File: config.mk
export PLATFORM = sky130hd
export DESIGN_NAME = adcrr_bank
export DESIGN_NICKNAME = d
export VERILOG_FILES = /design/src/adcrr_pkg.sv /design/src/adcrr_bank.sv
export SDC_FILE = /design/constraint.sdc
export NUM_CORES = 1
export LEC_CHECK = 0
export ABC_AREA = 1
export BUFFER_PORTS_ARGS = -buffer_cell sky130_fd_sc_hd__buf_4
export CAP_MARGIN = 30
export CORE_ASPECT_RATIO = 1.25
export CORE_UTILIZATION = 48
export CTS_CLUSTER_SIZE = 12
export DETAILED_ROUTE_END_ITERATION = 8
export PLACE_DENSITY = 0.85
export SYNTH_ARGS = -nofsm -noshare
export SYNTH_HDL_FRONTEND = slang
export SYNTH_SLANG_ARGS = --single-unit
File: constraint.sdc
create_clock -name sys_clk -period 1.1 [get_ports sys_clk]
set_input_delay 0.055 -clock sys_clk [delete_from_list [all_inputs] [get_ports sys_clk]]
set_output_delay 0.055 -clock sys_clk [all_outputs]
set_load 0.02 [all_outputs]
File: src/adcrr_pkg.sv
// Package for the converter result slot register bank.
// Shared by the bank module and its testbench; no clocks or resets here.
package adcrr_pkg;
  // Register byte addresses
  localparam logic [7:0] ADCRR_SLOT_ONE_ADDR = 8'h00;
  localparam logic [7:0] ADCRR_SLOT_TWO_ADDR = 8'h04;
  localparam logic [7:0] ADCRR_SLOT_THREE_ADDR = 8'h08;
  localparam logic [7:0] ADCRR_SOFT_RESET_ADDR = 8'h0C;
  localparam logic [7:0] ADCRR_IRQ_STATUS_ADDR = 8'h10;
  localparam logic [7:0] ADCRR_IRQ_MASK_ADDR = 8'h14;
  // Slot field positions
  localparam int ADCRR_VALUE_LSB = 6;
  localparam int ADCRR_VALUE_MSB = 15;
  localparam int ADCRR_OVERWRITE_BIT = 1;
  localparam int ADCRR_STORED_BIT = 0;
  localparam int ADCRR_VALUE_W = 10;
  // Soft reset field codes, first and second step
  localparam logic [1:0] ADCRR_SRST_ARM = 2'h2;
  localparam logic [1:0] ADCRR_SRST_FIRE = 2'h1;
  // Reset values
  localparam logic [31:0] ADCRR_SLOT_RESET = 32'h0000_0000;
  localparam logic [2:0] ADCRR_IRQ_RESET = 3'h0;
  // One stored result slot
  typedef struct packed {
    logic [ADCRR_VALUE_W-1:0] value;
    logic overwrite;
    logic stored;
  } adcrr_slot_t;
  // Store request from the sequencer
  typedef struct packed {
    logic store;
    logic [ADCRR_VALUE_W-1:0] value;
  } adcrr_store_t;
endpackage : adcrr_pkg

File: src/adcrr_bank.sv
// Result slot register bank: three slots written by the sequencer, read by software.
// Assumes one clock, synchronous strobes, reads answered one cycle after the strobe.
//
// The implementer's own choices: the plain strobed port and the placing of the registers.
`timescale 1ns/1ps
// Functional notes
// - Slot holds 10-bit value in bits 15:6
// - Overwrite flag sets on unread overwrite
// - Reading slot clears overwrite flag
// - Stored flag sets when result written
// - Reading slot clears stored flag
// - Writing 10 then 01 resets all
module adcrr_bank #(
  parameter int NUM_SLOTS = 3,
  parameter int SLOT_SRC_ONE = 0,
  parameter int SLOT_SRC_TWO = 1,
  parameter int SLOT_SRC_THREE = 2
) (
  // Clock and reset
  input wire logic sys_clk,
  input wire logic resetn,
  // Register port
  input wire logic [7:0] reg_addr,
  input wire logic [31:0] reg_wdata,
  input wire logic reg_wr,
  input wire logic reg_rd,
  output logic [31:0] reg_rdata,
  // Sequencer store ports, one per source
  input adcrr_pkg::adcrr_store_t store_in [3],
  // Interrupt
  output logic irq
);
  import adcrr_pkg::*;

  // Refuse configurations the fixed three-slot logic cannot serve
  if (NUM_SLOTS != 3 || SLOT_SRC_ONE < 0 || SLOT_SRC_ONE > 2 || SLOT_SRC_TWO < 0
    || SLOT_SRC_TWO > 2 || SLOT_SRC_THREE < 0 || SLOT_SRC_THREE > 2)
  begin : g_bad_cfg
    $error("adcrr_bank: unsupported slot configuration");
  end

  // Slot address decode, -1 when not a slot
  function automatic int slot_of(input logic [7:0] addr);
    case (addr)
      ADCRR_SLOT_ONE_ADDR: slot_of = 0;
      ADCRR_SLOT_TWO_ADDR: slot_of = 1;
      ADCRR_SLOT_THREE_ADDR: slot_of = 2;
      default: slot_of = -1;
    endcase
  endfunction : slot_of

  localparam int SRC_MAP [3] = '{SLOT_SRC_ONE, SLOT_SRC_TWO, SLOT_SRC_THREE};

  adcrr_slot_t slot [3];
  logic srst_armed;
  logic soft_reset;
  logic [2:0] irq_status;
  logic [2:0] irq_mask;
  logic [2:0] slot_store;
  logic [2:0] slot_read;

  // Soft reset sequence detect
  assign soft_reset = reg_wr && reg_addr == ADCRR_SOFT_RESET_ADDR && srst_armed
    && reg_wdata[1:0] == ADCRR_SRST_FIRE;

  always_ff @(posedge sys_clk or negedge resetn)
  begin
    if (!resetn)
    begin
      srst_armed <= 1'b0;
    end
    else if (reg_wr && reg_addr == ADCRR_SOFT_RESET_ADDR)
    begin
      srst_armed <= reg_wdata[1:0] == ADCRR_SRST_ARM;
    end
  end

  // Per-slot store and read decode, then slot state
  generate
    for (genvar i = 0; i < 3; i++)
    begin : g_slot
      assign slot_store[i] = store_in[SRC_MAP[i]].store;
      assign slot_read[i] = reg_rd && slot_of(reg_addr) == i;

      always_ff @(posedge sys_clk or negedge resetn)
      begin
        if (!resetn)
        begin
          slot[i] <= adcrr_slot_t'(ADCRR_SLOT_RESET[11:0]);
        end
        else if (soft_reset)
        begin
          slot[i] <= adcrr_slot_t'(ADCRR_SLOT_RESET[11:0]);
        end
        else if (slot_store[i])
        begin
          slot[i].value <= store_in[SRC_MAP[i]].value;
          slot[i].stored <= 1'b1;
          // Store wins over a same-cycle read
          slot[i].overwrite <= slot[i].stored | (slot[i].overwrite & ~slot_read[i]);
        end
        else if (slot_read[i])
        begin
          slot[i].overwrite <= 1'b0;
          slot[i].stored <= 1'b0;
        end
      end
    end
  endgenerate

  // Interrupt status, mask and output
  always_ff @(posedge sys_clk or negedge resetn)
  begin
    if (!resetn)
    begin
      irq_status <= ADCRR_IRQ_RESET;
      irq_mask <= ADCRR_IRQ_RESET;
    end
    else if (soft_reset)
    begin
      irq_status <= ADCRR_IRQ_RESET;
      irq_mask <= ADCRR_IRQ_RESET;
    end
    else
    begin
      if (reg_wr && reg_addr == ADCRR_IRQ_STATUS_ADDR)
      begin
        irq_status <= (irq_status & ~reg_wdata[2:0]) | slot_store;
      end
      else
      begin
        irq_status <= irq_status | slot_store;
      end
      if (reg_wr && reg_addr == ADCRR_IRQ_MASK_ADDR)
      begin
        irq_mask <= reg_wdata[2:0];
      end
    end
  end

  always_ff @(posedge sys_clk or negedge resetn)
  begin
    if (!resetn)
    begin
      irq <= 1'b0;
    end
    else
    begin
      irq <= |(next_irq_bits());
    end
  end

  // Masked status as it will stand after this edge
  function automatic logic [2:0] next_irq_bits();
    logic [2:0] st;
    st = irq_status | slot_store;
    if (soft_reset)
    begin
      st = ADCRR_IRQ_RESET;
    end
    else if (reg_wr && reg_addr == ADCRR_IRQ_STATUS_ADDR)
    begin
      st = (irq_status & ~reg_wdata[2:0]) | slot_store;
    end
    if (soft_reset)
    begin
      next_irq_bits = st;
    end
    else if (reg_wr && reg_addr == ADCRR_IRQ_MASK_ADDR)
    begin
      next_irq_bits = st & reg_wdata[2:0];
    end
    else
    begin
      next_irq_bits = st & irq_mask;
    end
  endfunction : next_irq_bits

  // Read data, one cycle after the strobe, zero otherwise
  always_ff @(posedge sys_clk or negedge resetn)
  begin
    if (!resetn)
    begin
      reg_rdata <= 32'h0000_0000;
    end
    else if (reg_rd)
    begin
      reg_rdata <= 32'h0000_0000;
      case (reg_addr)
        ADCRR_SLOT_ONE_ADDR, ADCRR_SLOT_TWO_ADDR, ADCRR_SLOT_THREE_ADDR:
        begin
          reg_rdata[ADCRR_VALUE_MSB:ADCRR_VALUE_LSB] <= slot[slot_of(reg_addr)].value;
          reg_rdata[ADCRR_OVERWRITE_BIT] <= slot[slot_of(reg_addr)].overwrite;
          reg_rdata[ADCRR_STORED_BIT] <= slot[slot_of(reg_addr)].stored;
        end
        ADCRR_IRQ_STATUS_ADDR: reg_rdata[2:0] <= irq_status;
        ADCRR_IRQ_MASK_ADDR: reg_rdata[2:0] <= irq_mask;
        default: reg_rdata <= 32'h0000_0000;
      endcase
    end
    else
    begin
      reg_rdata <= 32'h0000_0000;
    end
  end
endmodule : adcrr_bank

==> impl_metrics.toml, run 1 <==
[run_status]
status = "complete, but fails checks"
violations = "setup timing"

[synthesis]
yosys-top-cells-area = "dfrtp_1 (46%), nand3_1 (11%), nand2_1 (9.4%)"
synthesis.area_sq_um = 3080
async_flop_share_pct = 100
synth.avg_cell_area_sq_um = 8.38
synth-compound-area-share_pct = 6.39
ys_warn_count = 0
synth_cell_types = 28
synth_ff_type = "dfrtp_1"
synth_fa_ha_area_share_pct = 0
ys_ff_latch = 57
synth_area_leader_cell = "dfrtp_1"
synth_edf_count = 0
netlist_instances = 367
yosys.area_share.xor_xnor_pct = 0
synthSimpleGateAreaFrac_pct = 34.3
synth_top_area_share_pct = 46.4
synth_top_family_by_area = "simple AND/OR/NAND/NOR gates"
synthMuxAreaShare_pct = 0
seq_area_frac_synth_pct = 46.4

[pwr]
powerDensity_nw_per_um2 = 1170
power.leakage_nw = 2.29
max-vdd-ir-drop_mv = 0.790

[detailed_routing]
antenna_left = 0
wl_per_cell_um = 15.6
drc = 0
via_per_inst = 5.23
totalWireLength_mm = 8.95
num_vias = 3008
dr.first_iter.drc_count = 223
first_pass_iters = 4

[final_layout]
layout_common_cells = "buf_4 (85), nand2_1 (76), dfrtp_1 (57), nand3_1 (46), dlygate4sd3_1 (33)"
finalInstanceArea_sq_um = 4510
antenna_cells = 0
utilization_pct = 73.1
area_growth_pct = 46.5
fillers = 479
final_common_cell = "buf_4"
layout-drive-gt1-share_pct = 35.5
nNetsFinal = 562

[global_routing]
grt_start_max_net_pins = 33
grt_pass1_vias = 2886
grt_pass1_wl_mm = 13.3
grt_use_total_pct = 26.2
grt-ovfl-total = 0
antenna_found_initial = 0

[placement]
place.gp.congestion = 0.924
port_buffers = 61
detailedPlacementHpwl_mm = 5.19
placed_cell_area_sq_um = 3650

[sta]
fin_skew_ps = 7.62
finalCritPeriodShare_pct = 102
hold_violations = 0
max_freq_mhz = 891
drv_slew = 0
worst_slack_ps = -22.0
rsz0062_at_grt = "true"
setup_viol = 3
period_minus_slack_ps = 1120

[cts]
cts_buffers = 9
clk_path_buf_depth = 2
cts.sinks = 57
root_buffer = "clkbuf_8"
clk_pin_slew_ps = 70
clk_latency_ps = 340
cts_tree = "yes"
htreeDepth = 3

[critical_path]
crit_start = "srst_armed$_DFFE_PN0N_"
r2r_start = "srst_armed$_DFFE_PN0N_"
cp.required_ps = 1330
critPathKind = "reg -> reg"
end_kind = "flop"
worstPathArrival_ps = 1350
crit_path_max_fanout = 8
cp-start-kind = "flop"

[floorplanning]
die_w_um = 73.6
die_area_sq_um = 6730
core_sq_um = 6170
num_io_pins = 110
start_util_pct = 49.9
placementRows = 32
die_h_um = 91.5

[hold_path]
hp-class = "in -> reg"
worstHoldStart = "store_in[32]"

[job]
drv_cap = 0
[final cells by class]
class	instances	area (sq um)	share of cell area (%)
clock inverters	6	88.8	1.97
repair buffers	128	1170	26.0
well taps	85	106	2.36
clock buffers	10	138	3.05
multi-input cells	262	1470	32.6
inverters	27	104	2.30
flip-flops and latches	57	1430	31.7
[final timing paths]
check,end,slack [ps],cells after the start
max reg2reg,slot[23]$_DFFE_PN0P_,-20,5
min,slot[35]$_DFFE_PN0P_,30,3
min reg2reg,slot[17]$_DFFE_PN0P_,510,2
max,slot[23]$_DFFE_PN0P_,-20,5
max in group asynchronous,irq_status[1]$_DFF_PN0_,420,3
min in group asynchronous,irq$_DFF_PN0_,190,2
[logic make-up after synthesis]
| family | Yosys count |
|---|---|
| buffers and inverters | 66 |
| other | 1 |
| AND/OR/NAND/NOR | 205 |
| AO/OA/AOI/OAI | 38 |
| flip-flops | 57 |
[per-stage QoR]
step                total power, mW  hold WS (ps)  instances  setup WS, ps  setup TNS [ps]
floorplan                      2.66          -241        385          93.1               0
finish                         5.27          34.8        575         -22.0           -44.3
global route                   5.46          47.4        575         -65.5            -658
CTS                            5.22          28.7        569          8.39               0
global placement               2.89          7.10        518          -124           -1680
detailed placement             2.91          15.4        518          -151           -3770
[state kept, by name, indices dropped and copies added (netlist names)]
signal	count
srst_armed	1
irq	1
reg_rdata	13
irq_status	3
irq_mask	3
slot	36
[critical path, cell delays in order (launching register included)]
cell       delay [ps]
dfrtp_1           410
nand4_4           110
buf_12            170
clkbuf_16         170
nand3_1            80
nand2_1            70
[synthesized netlist by cell type, types with 2 or more instances]
| library cell | instances |
|---|---|
| a21oi_1 | 21 |
| buf_2 | 2 |
| dfrtp_1 | 57 |
| inv_2 | 3 |
| nor2_1 | 22 |
| buf_4 | 22 |
| inv_1 | 23 |
| nor2_2 | 12 |
| a31oi_1 | 3 |
| o21ai_1 | 11 |
| buf_6 | 8 |
| nor2_4 | 4 |
| nand3_2 | 11 |
| buf_1 | 3 |
| o21ai_0 | 2 |
| nand3_1 | 67 |
| clkbuf_1 | 4 |
| nand2_1 | 77 |
| nand4_1 | 6 |
[routing by layer]
layer | global-route usage (%) | wire [um] | vias up
met5 | 0 | 0 | -
met1 | 31.1 | 3230 | 1462
met3 | 3.11 | 468 | 20
met4 | 12.7 | 245 | 0
li1 | - | - | 1403
met2 | 45.6 | 5010 | 123
[report_power, final]
group	leakage [nW]	internal [mW]	switching, mW
Combinational	1.49	0.345	0.404
Clock	0.109	1.34	0.905
Sequential	0.694	2.21	0.0745
[what timing repair did]
item / 4_1_cts / 5_1_grt
gates cloned: 1 / 5
resized for setup: 1 / 28
pin swaps: 0 / 8
endpoints found under the hold margin: 89 / 0
endpoints found under the setup margin: 4 / 41
buffers inserted: 1 / 1
hold buffers: 33 / 0
Note: power is estimated with default switching activity, not from simulation.
==> run 2: changes to the inputs <==
--- a/config.mk
+++ b/config.mk
@@ -5,14 +5,14 @@
 export SDC_FILE = /design/constraint.sdc
 export NUM_CORES = 1
 export LEC_CHECK = 0
-export ABC_AREA = 1
+export ABC_AREA = 0
 export BUFFER_PORTS_ARGS = -buffer_cell sky130_fd_sc_hd__buf_4
 export CAP_MARGIN = 30
 export CORE_ASPECT_RATIO = 1.25
 export CORE_UTILIZATION = 48
 export CTS_CLUSTER_SIZE = 12
 export DETAILED_ROUTE_END_ITERATION = 8
-export PLACE_DENSITY = 0.85
+export PLACE_DENSITY = 0.86
 export SYNTH_ARGS = -nofsm -noshare
 export SYNTH_HDL_FRONTEND = slang
 export SYNTH_SLANG_ARGS = --single-unit
==> impl_metrics.toml, run 2 <==
[floorplanning]
core_sq_um = 5520
placementRows = 30
die_h_um = 87.1
die_area_sq_um = 6100
num_io_pins = 110
die_w_um = 70.1
start_util_pct = 50.4

[sta]
period_minus_slack_ps = 1400
hold_violations = 0
setup_viol = 56
finalCritPeriodShare_pct = 127
max_freq_mhz = 714
fin_skew_ps = 8.52
worst_slack_ps = -300
rsz0062_at_grt = "true"
drv_slew = 0

[detailed_routing]
antenna_left = 0
first_pass_iters = 5
totalWireLength_mm = 7.37
drc = 0
via_per_inst = 5.62
dr.first_iter.drc_count = 169
num_vias = 2482
wl_per_cell_um = 16.7

[hold_path]
hp-class = "in -> reg"
whs_endpoint = "slot[5]$_DFFE_PN0P_"
worstHoldStart = "store_in[3]"
hold-path-cell-count = 3

[synthesis]
synthTopCellsByCount = "dfrtp_1 (57), nor2_1 (42), mux2i_1 (33)"
synth_cell_types = 40
synth.avg_cell_area_sq_um = 10.7
netlist_instances = 261
yosysMostFrequentCell = "dfrtp_1"
synth_ff_type = "dfrtp_1"
yosys-top-cells-area = "dfrtp_1 (51%), mux2i_1 (12%), nor2_1 (5.7%)"
ys_ff_latch = 57
ys_warn_count = 0
synth_edf_count = 0
synthesis.area_sq_um = 2780
synth_top_area_share_pct = 51.3
seq_area_frac_synth_pct = 51.3
async_flop_share_pct = 100
synth_area_leader_cell = "dfrtp_1"

[final_layout]
finalInstanceArea_sq_um = 4050
largestRegisters = "slot (36), reg_rdata (13)"
regMostFlops = "slot"
antenna_cells = 0
layout-drive-gt1-share_pct = 35.7
nNetsFinal = 451
largest_register_ffs = 36
layout_common_cells = "buf_4 (83), dfrtp_1 (57), nor2_1 (42), mux2i_1 (33), dlygate4sd3_1 (28)"
area_growth_pct = 45.5
final_common_cell = "buf_4"

[cts]
clk_latency_ps = 330
cts.sinks = 57
cts_buffers = 9
htreeDepth = 3
root_buffer = "clkbuf_8"
clk_path_buf_depth = 2
cts_tree = "yes"
clk_pin_slew_ps = 70

[placement]
place.gp.congestion = 0.901
detailedPlacementHpwl_mm = 4.40
port_buffers = 61
placed_cell_area_sq_um = 3380

[critical_path]
worstPathArrival_ps = 1610
cp.required_ps = 1310
critPathKind = "reg -> reg"
r2r_start = "srst_armed$_DFFE_PN0N_"
cp-start-kind = "flop"
end_kind = "flop"
r2r-end = "irq$_DFF_PN0_"
crit_path_max_fanout = 4
reg2reg_depth = 4
r2r_slack_ps = -300

[global_routing]
grt_start_max_net_pins = 58
grt_pass1_vias = 2524
grt-ovfl-total = 0
grt_use_total_pct = 26.1
grt_pass1_wl_mm = 12.0
antenna_found_initial = 0

[pwr]
power_mw = 4.89
power.leakage_nw = 1.88
max-vdd-ir-drop_mv = 0.941
powerDensity_nw_per_um2 = 1210

[job]
drv_cap = 0

[run_status]
status = "complete, but fails checks"
violations = "setup timing"
run 2: changes by cell type after synthesis, moves of 10 or more:
| cell | before | now |
|---|---|---|
| inv_1 | 23 | 6 |
| mux2i_1 | 0 | 33 |
| nand2_1 | 77 | 13 |
| nand3_1 | 67 | 9 |
| nand3_2 | 11 | 0 |
| nor2_1 | 22 | 42 |
| nor2_2 | 12 | 0 |
| o21ai_1 | 11 | 0 |
| o221ai_1 | 0 | 10 |
run 2: worst max path at each step:
| stage | end | slack (ps) | from |
|---|---|---|---|
| 2_1_floorplan | irq$_DFF_PN0_ | -360 | reg_addr[6] |
| 3_3_place_gp | irq$_DFF_PN0_ | -520 | reg_addr[6] |
| 3_5_place_dp | irq$_DFF_PN0_ | -550 | reg_addr[6] |
| 4_1_cts | irq$_DFF_PN0_ | -290 | srst_armed$_DFFE_PN0N_ |
| 5_1_grt | irq$_DFF_PN0_ | -330 | srst_armed$_DFFE_PN0N_ |
| 6_report | irq$_DFF_PN0_ | -300 | srst_armed$_DFFE_PN0N_ |
run 2: layout make-up:
cell class	instances	area, sq um
Tap cell	64	80.1
Inverter	6	22.5
Fill cell	376	1470
Clock buffer	12	155
Timing Repair Buffer	120	1050
Clock inverter	3	40.0
Sequential cell	57	1430
Multi-Input combinational cell	180	1270
run 2: kinds of logic after synthesis:
group                  after synthesis  synth area share, %
buffers and inverters               42                 9.81
other                                1                0.135
AO/OA/AOI/OAI                       43                 11.7
multiplexers                        34                 12.3
AND/OR/NAND/NOR                     84                 14.8
flip-flops                          57                 51.3
run 2: power by group:
part | internal [mW] | switching (mW) | leakage [nW]
clock network | 1.15 | 0.766 | 0.102
registers | 2.22 | 0.0833 | 0.671
logic | 0.331 | 0.340 | 1.11
total | 3.70 | 1.19 | 1.88
run 2: repair_timing:
item                                   in CTS  in global routing
setup endpoints to repair                  56                 56
endpoints found under the hold margin      84                  0
pin swaps                                  11                 13
hold buffers                               28                  0
resized for setup                          25                  4
setup buffers                               2                  0
cloned                                      2                  0
run 2: critical path: stages (launching register included):
cell,delay (ps)
dfrtp_1,340
and3b_2,190
or4b_4,530
o221ai_2,100
o221ai_2,110
run 2: metal layers:
layer / up-vias / wire (um) / share of wire, % / global-route usage (%)
met1: 1214 / 2780 / 38 / 30.0
li1: 1114 / - / - / -
met3: 24 / 449 / 6.1 / 4.75
met2: 130 / 3930 / 53 / 46.2
met4: 0 / 221 / 3.0 / 13.8
met5: - / 0 / 0 / 0
run 2: stage by stage:
stage	worst slack (ps)	std cells	util (%)	setup TNS [ps]	hold WS, ps
floorplan	-360	279	-	-14740	-241
global placement	-523	396	61.3	-25760	59.4
detailed placement	-548	396	61.3	-27100	58.8
CTS	-294	443	73.1	-6990	11.6
global route	-331	442	73.3	-11750	24.1
finish	-300	442	73.3	-8260	23.3
==> run 3: changes to the inputs <==
--- a/config.mk
+++ b/config.mk
@@ -9,9 +9,11 @@
 export BUFFER_PORTS_ARGS = -buffer_cell sky130_fd_sc_hd__buf_4
 export CAP_MARGIN = 30
 export CORE_ASPECT_RATIO = 1.25
+export CORE_MARGIN = 2
 export CORE_UTILIZATION = 48
 export CTS_CLUSTER_SIZE = 12
 export DETAILED_ROUTE_END_ITERATION = 8
+export HOLD_SLACK_MARGIN = 0.15
 export PLACE_DENSITY = 0.86
 export SYNTH_ARGS = -nofsm -noshare
 export SYNTH_HDL_FRONTEND = slang
==> impl_metrics.toml, run 3 (synthesis gave the netlist of run 2 again) <==
[sta]
fin_skew_ps = 6.83
setup_viol = 56
tns_ps = -15240
worst_slack_ps = -374
hold_violations = 0
rsz0062_at_grt = "true"
period_minus_slack_ps = 1470
finalCritPeriodShare_pct = 134
max_freq_mhz = 679
fin_hold_ws_ps = 173
drv_slew = 0

[pwr]
power.leakage_nw = 2.12
max-vdd-ir-drop_mv = 0.971
powerDensity_nw_per_um2 = 1090
clockPowerShare_pct = 37.2
p_int_mw = 3.73
pwr-share-comb_pct = 17.6
p_sw_share_pct = 27.5
sequentialPowerShare_pct = 45.2
net-switching-power_mw = 1.42
power_mw = 5.15

[cts]
root_buffer = "clkbuf_8"
clk_path_buf_depth = 2
htreeDepth = 3
cts.sinks = 57
cts_buffers = 9
clk_latency_ps = 350
clk_pin_slew_ps = 70
cts_tree = "yes"

[detailed_routing]
via_per_inst = 5.82
antenna_left = 0
num_vias = 2749
totalWireLength_mm = 10.8
first_pass_iters = 5
dr.first_iter.drc_count = 237
wl_per_cell_um = 22.9
drc = 0

[floorplanning]
num_io_pins = 110
die_w_um = 72.1
die_area_sq_um = 6420
die_h_um = 89.1
start_util_pct = 48.8
core_sq_um = 5700
placementRows = 31

[placement]
port_buffers = 61
dp_cells = 403
detailedPlacementHpwl_mm = 4.82
place.gp.congestion = 0.806
placed_cell_area_sq_um = 3420

[critical_path]
cp_top_family = "buffers and inverters"
cp.required_ps = 1380
critPathBufInv = 4
worstPathArrival_ps = 1750
critPathKind = "reg -> reg"
slowest_stage = "dfrtp_1"
end_kind = "flop"
cp-start-kind = "flop"
path_cells = "and3b_2 -> buf_4 -> buf_6 -> and2_4 -> buf_12 -> buf_16 -> nor2_4"
cpPeakStageDelay_ps = 370
crit_path_max_fanout = 5

[global_routing]
gr-max-usage-layer = "met2"
use_met1_pct = 37.1
grt_pass1_vias = 2930
grt_pass1_wl_mm = 15.6
grtUsageMet2_pct = 58.3
grtUsageMet3_pct = 7.55
grt-ovfl-total = 0
antenna_found_initial = 0
grt_use_total_pct = 34.0
grt_start_max_net_pins = 30

[final_layout]
area_growth_pct = 70.4
fillers = 292
regMostFlops = "slot"
final_common_cell = "buf_4"
ff_latch_area_sq_um = 1430
nNetsFinal = 478
largestRegisters = "slot (36), reg_rdata (13)"
multi_input_area_sq_um = 1590
finalInstanceArea_sq_um = 4740
largest_register_ffs = 36
layout_common_cells = "buf_4 (90), dfrtp_1 (57), nor2_4 (37), dlygate4sd3_1 (36), mux2i_1 (33)"
antenna_cells = 0
layout-drive-gt1-share_pct = 49.5
fin_cells = 472

[hold_path]
hp-class = "in -> reg"

[run_status]
violations = "setup timing"
status = "complete, but fails checks"

[job]
drv_cap = 0
## run 3: final cells by class
class | count | share of cell area, %
well taps | 66 | 1.74
repair buffers | 147 | 30.0
inverters | 6 | 0.475
multi-input cells | 180 | 33.6
flip-flops and latches | 57 | 30.1
clock buffers | 14 | 3.85
clock inverters | 2 | 0.211
## run 3: power by group through the flow
stage | sequential, mW | combinational, mW | clock (mW)
CTS | 2.30 | 0.804 | 1.87
global placement | 2.32 | 0.556 | 0
detailed placement | 2.33 | 0.578 | 0
finish | 2.33 | 0.904 | 1.92
floorplan | 2.31 | 0.329 | 0
global route | 2.33 | 0.965 | 2.00
## run 3: timing repair
action | CTS | global route
resized for setup | 91 | 36
buffers inserted | 8 | 2
pin swaps | 44 | 18
hold buffers | 36 | 0
gates cloned | 9 | 0
endpoints found under the hold margin | 97 | 0
endpoints found under the setup margin | 56 | 56
## run 3: path summary, 6_finish.rpt
check | start | to | slack, ps | cells past startpoint
worst max-delay path | srst_armed$_DFFE_PN0N_ | slot[12]$_DFFE_PN0P_ | -370 | 7
worst min-delay path | reg_addr[3] | reg_rdata[0]$_DFF_PN0_ | 170 | 4
worst max register to register | srst_armed$_DFFE_PN0N_ | slot[12]$_DFFE_PN0P_ | -370 | 7
worst min register to register | srst_armed$_DFFE_PN0N_ | srst_armed$_DFFE_PN0N_ | 510 | 1
max in group asynchronous | resetn | slot[7]$_DFFE_PN0P_ | 440 | 3
min in group asynchronous | resetn | irq$_DFF_PN0_ | 180 | 2
## run 3: worst min-delay path, stage by stage
cell and delay [ps]:
buf_4 140, nand2_1 70, nand3_2 130, a32oi_1 70
## run 3: per-layer routing
metal	vias to the layer above	routed length, um	part of all wire (%)
met5	-	0	0
met4	0	650	6.0
met3	56	692	6.4
met2	172	5710	53
met1	1345	3740	35
li1	1176	-	-
## run 3: metrics by stage
| stage | setup slack (ps) | util, % |
|---|---|---|
| finish | -374 | 83.1 |
| CTS | -315 | 81.3 |
| global route | -411 | 83.1 |
| floorplan | -360 | - |
| global placement | -548 | 60.1 |
| detailed placement | -584 | 60.1 |
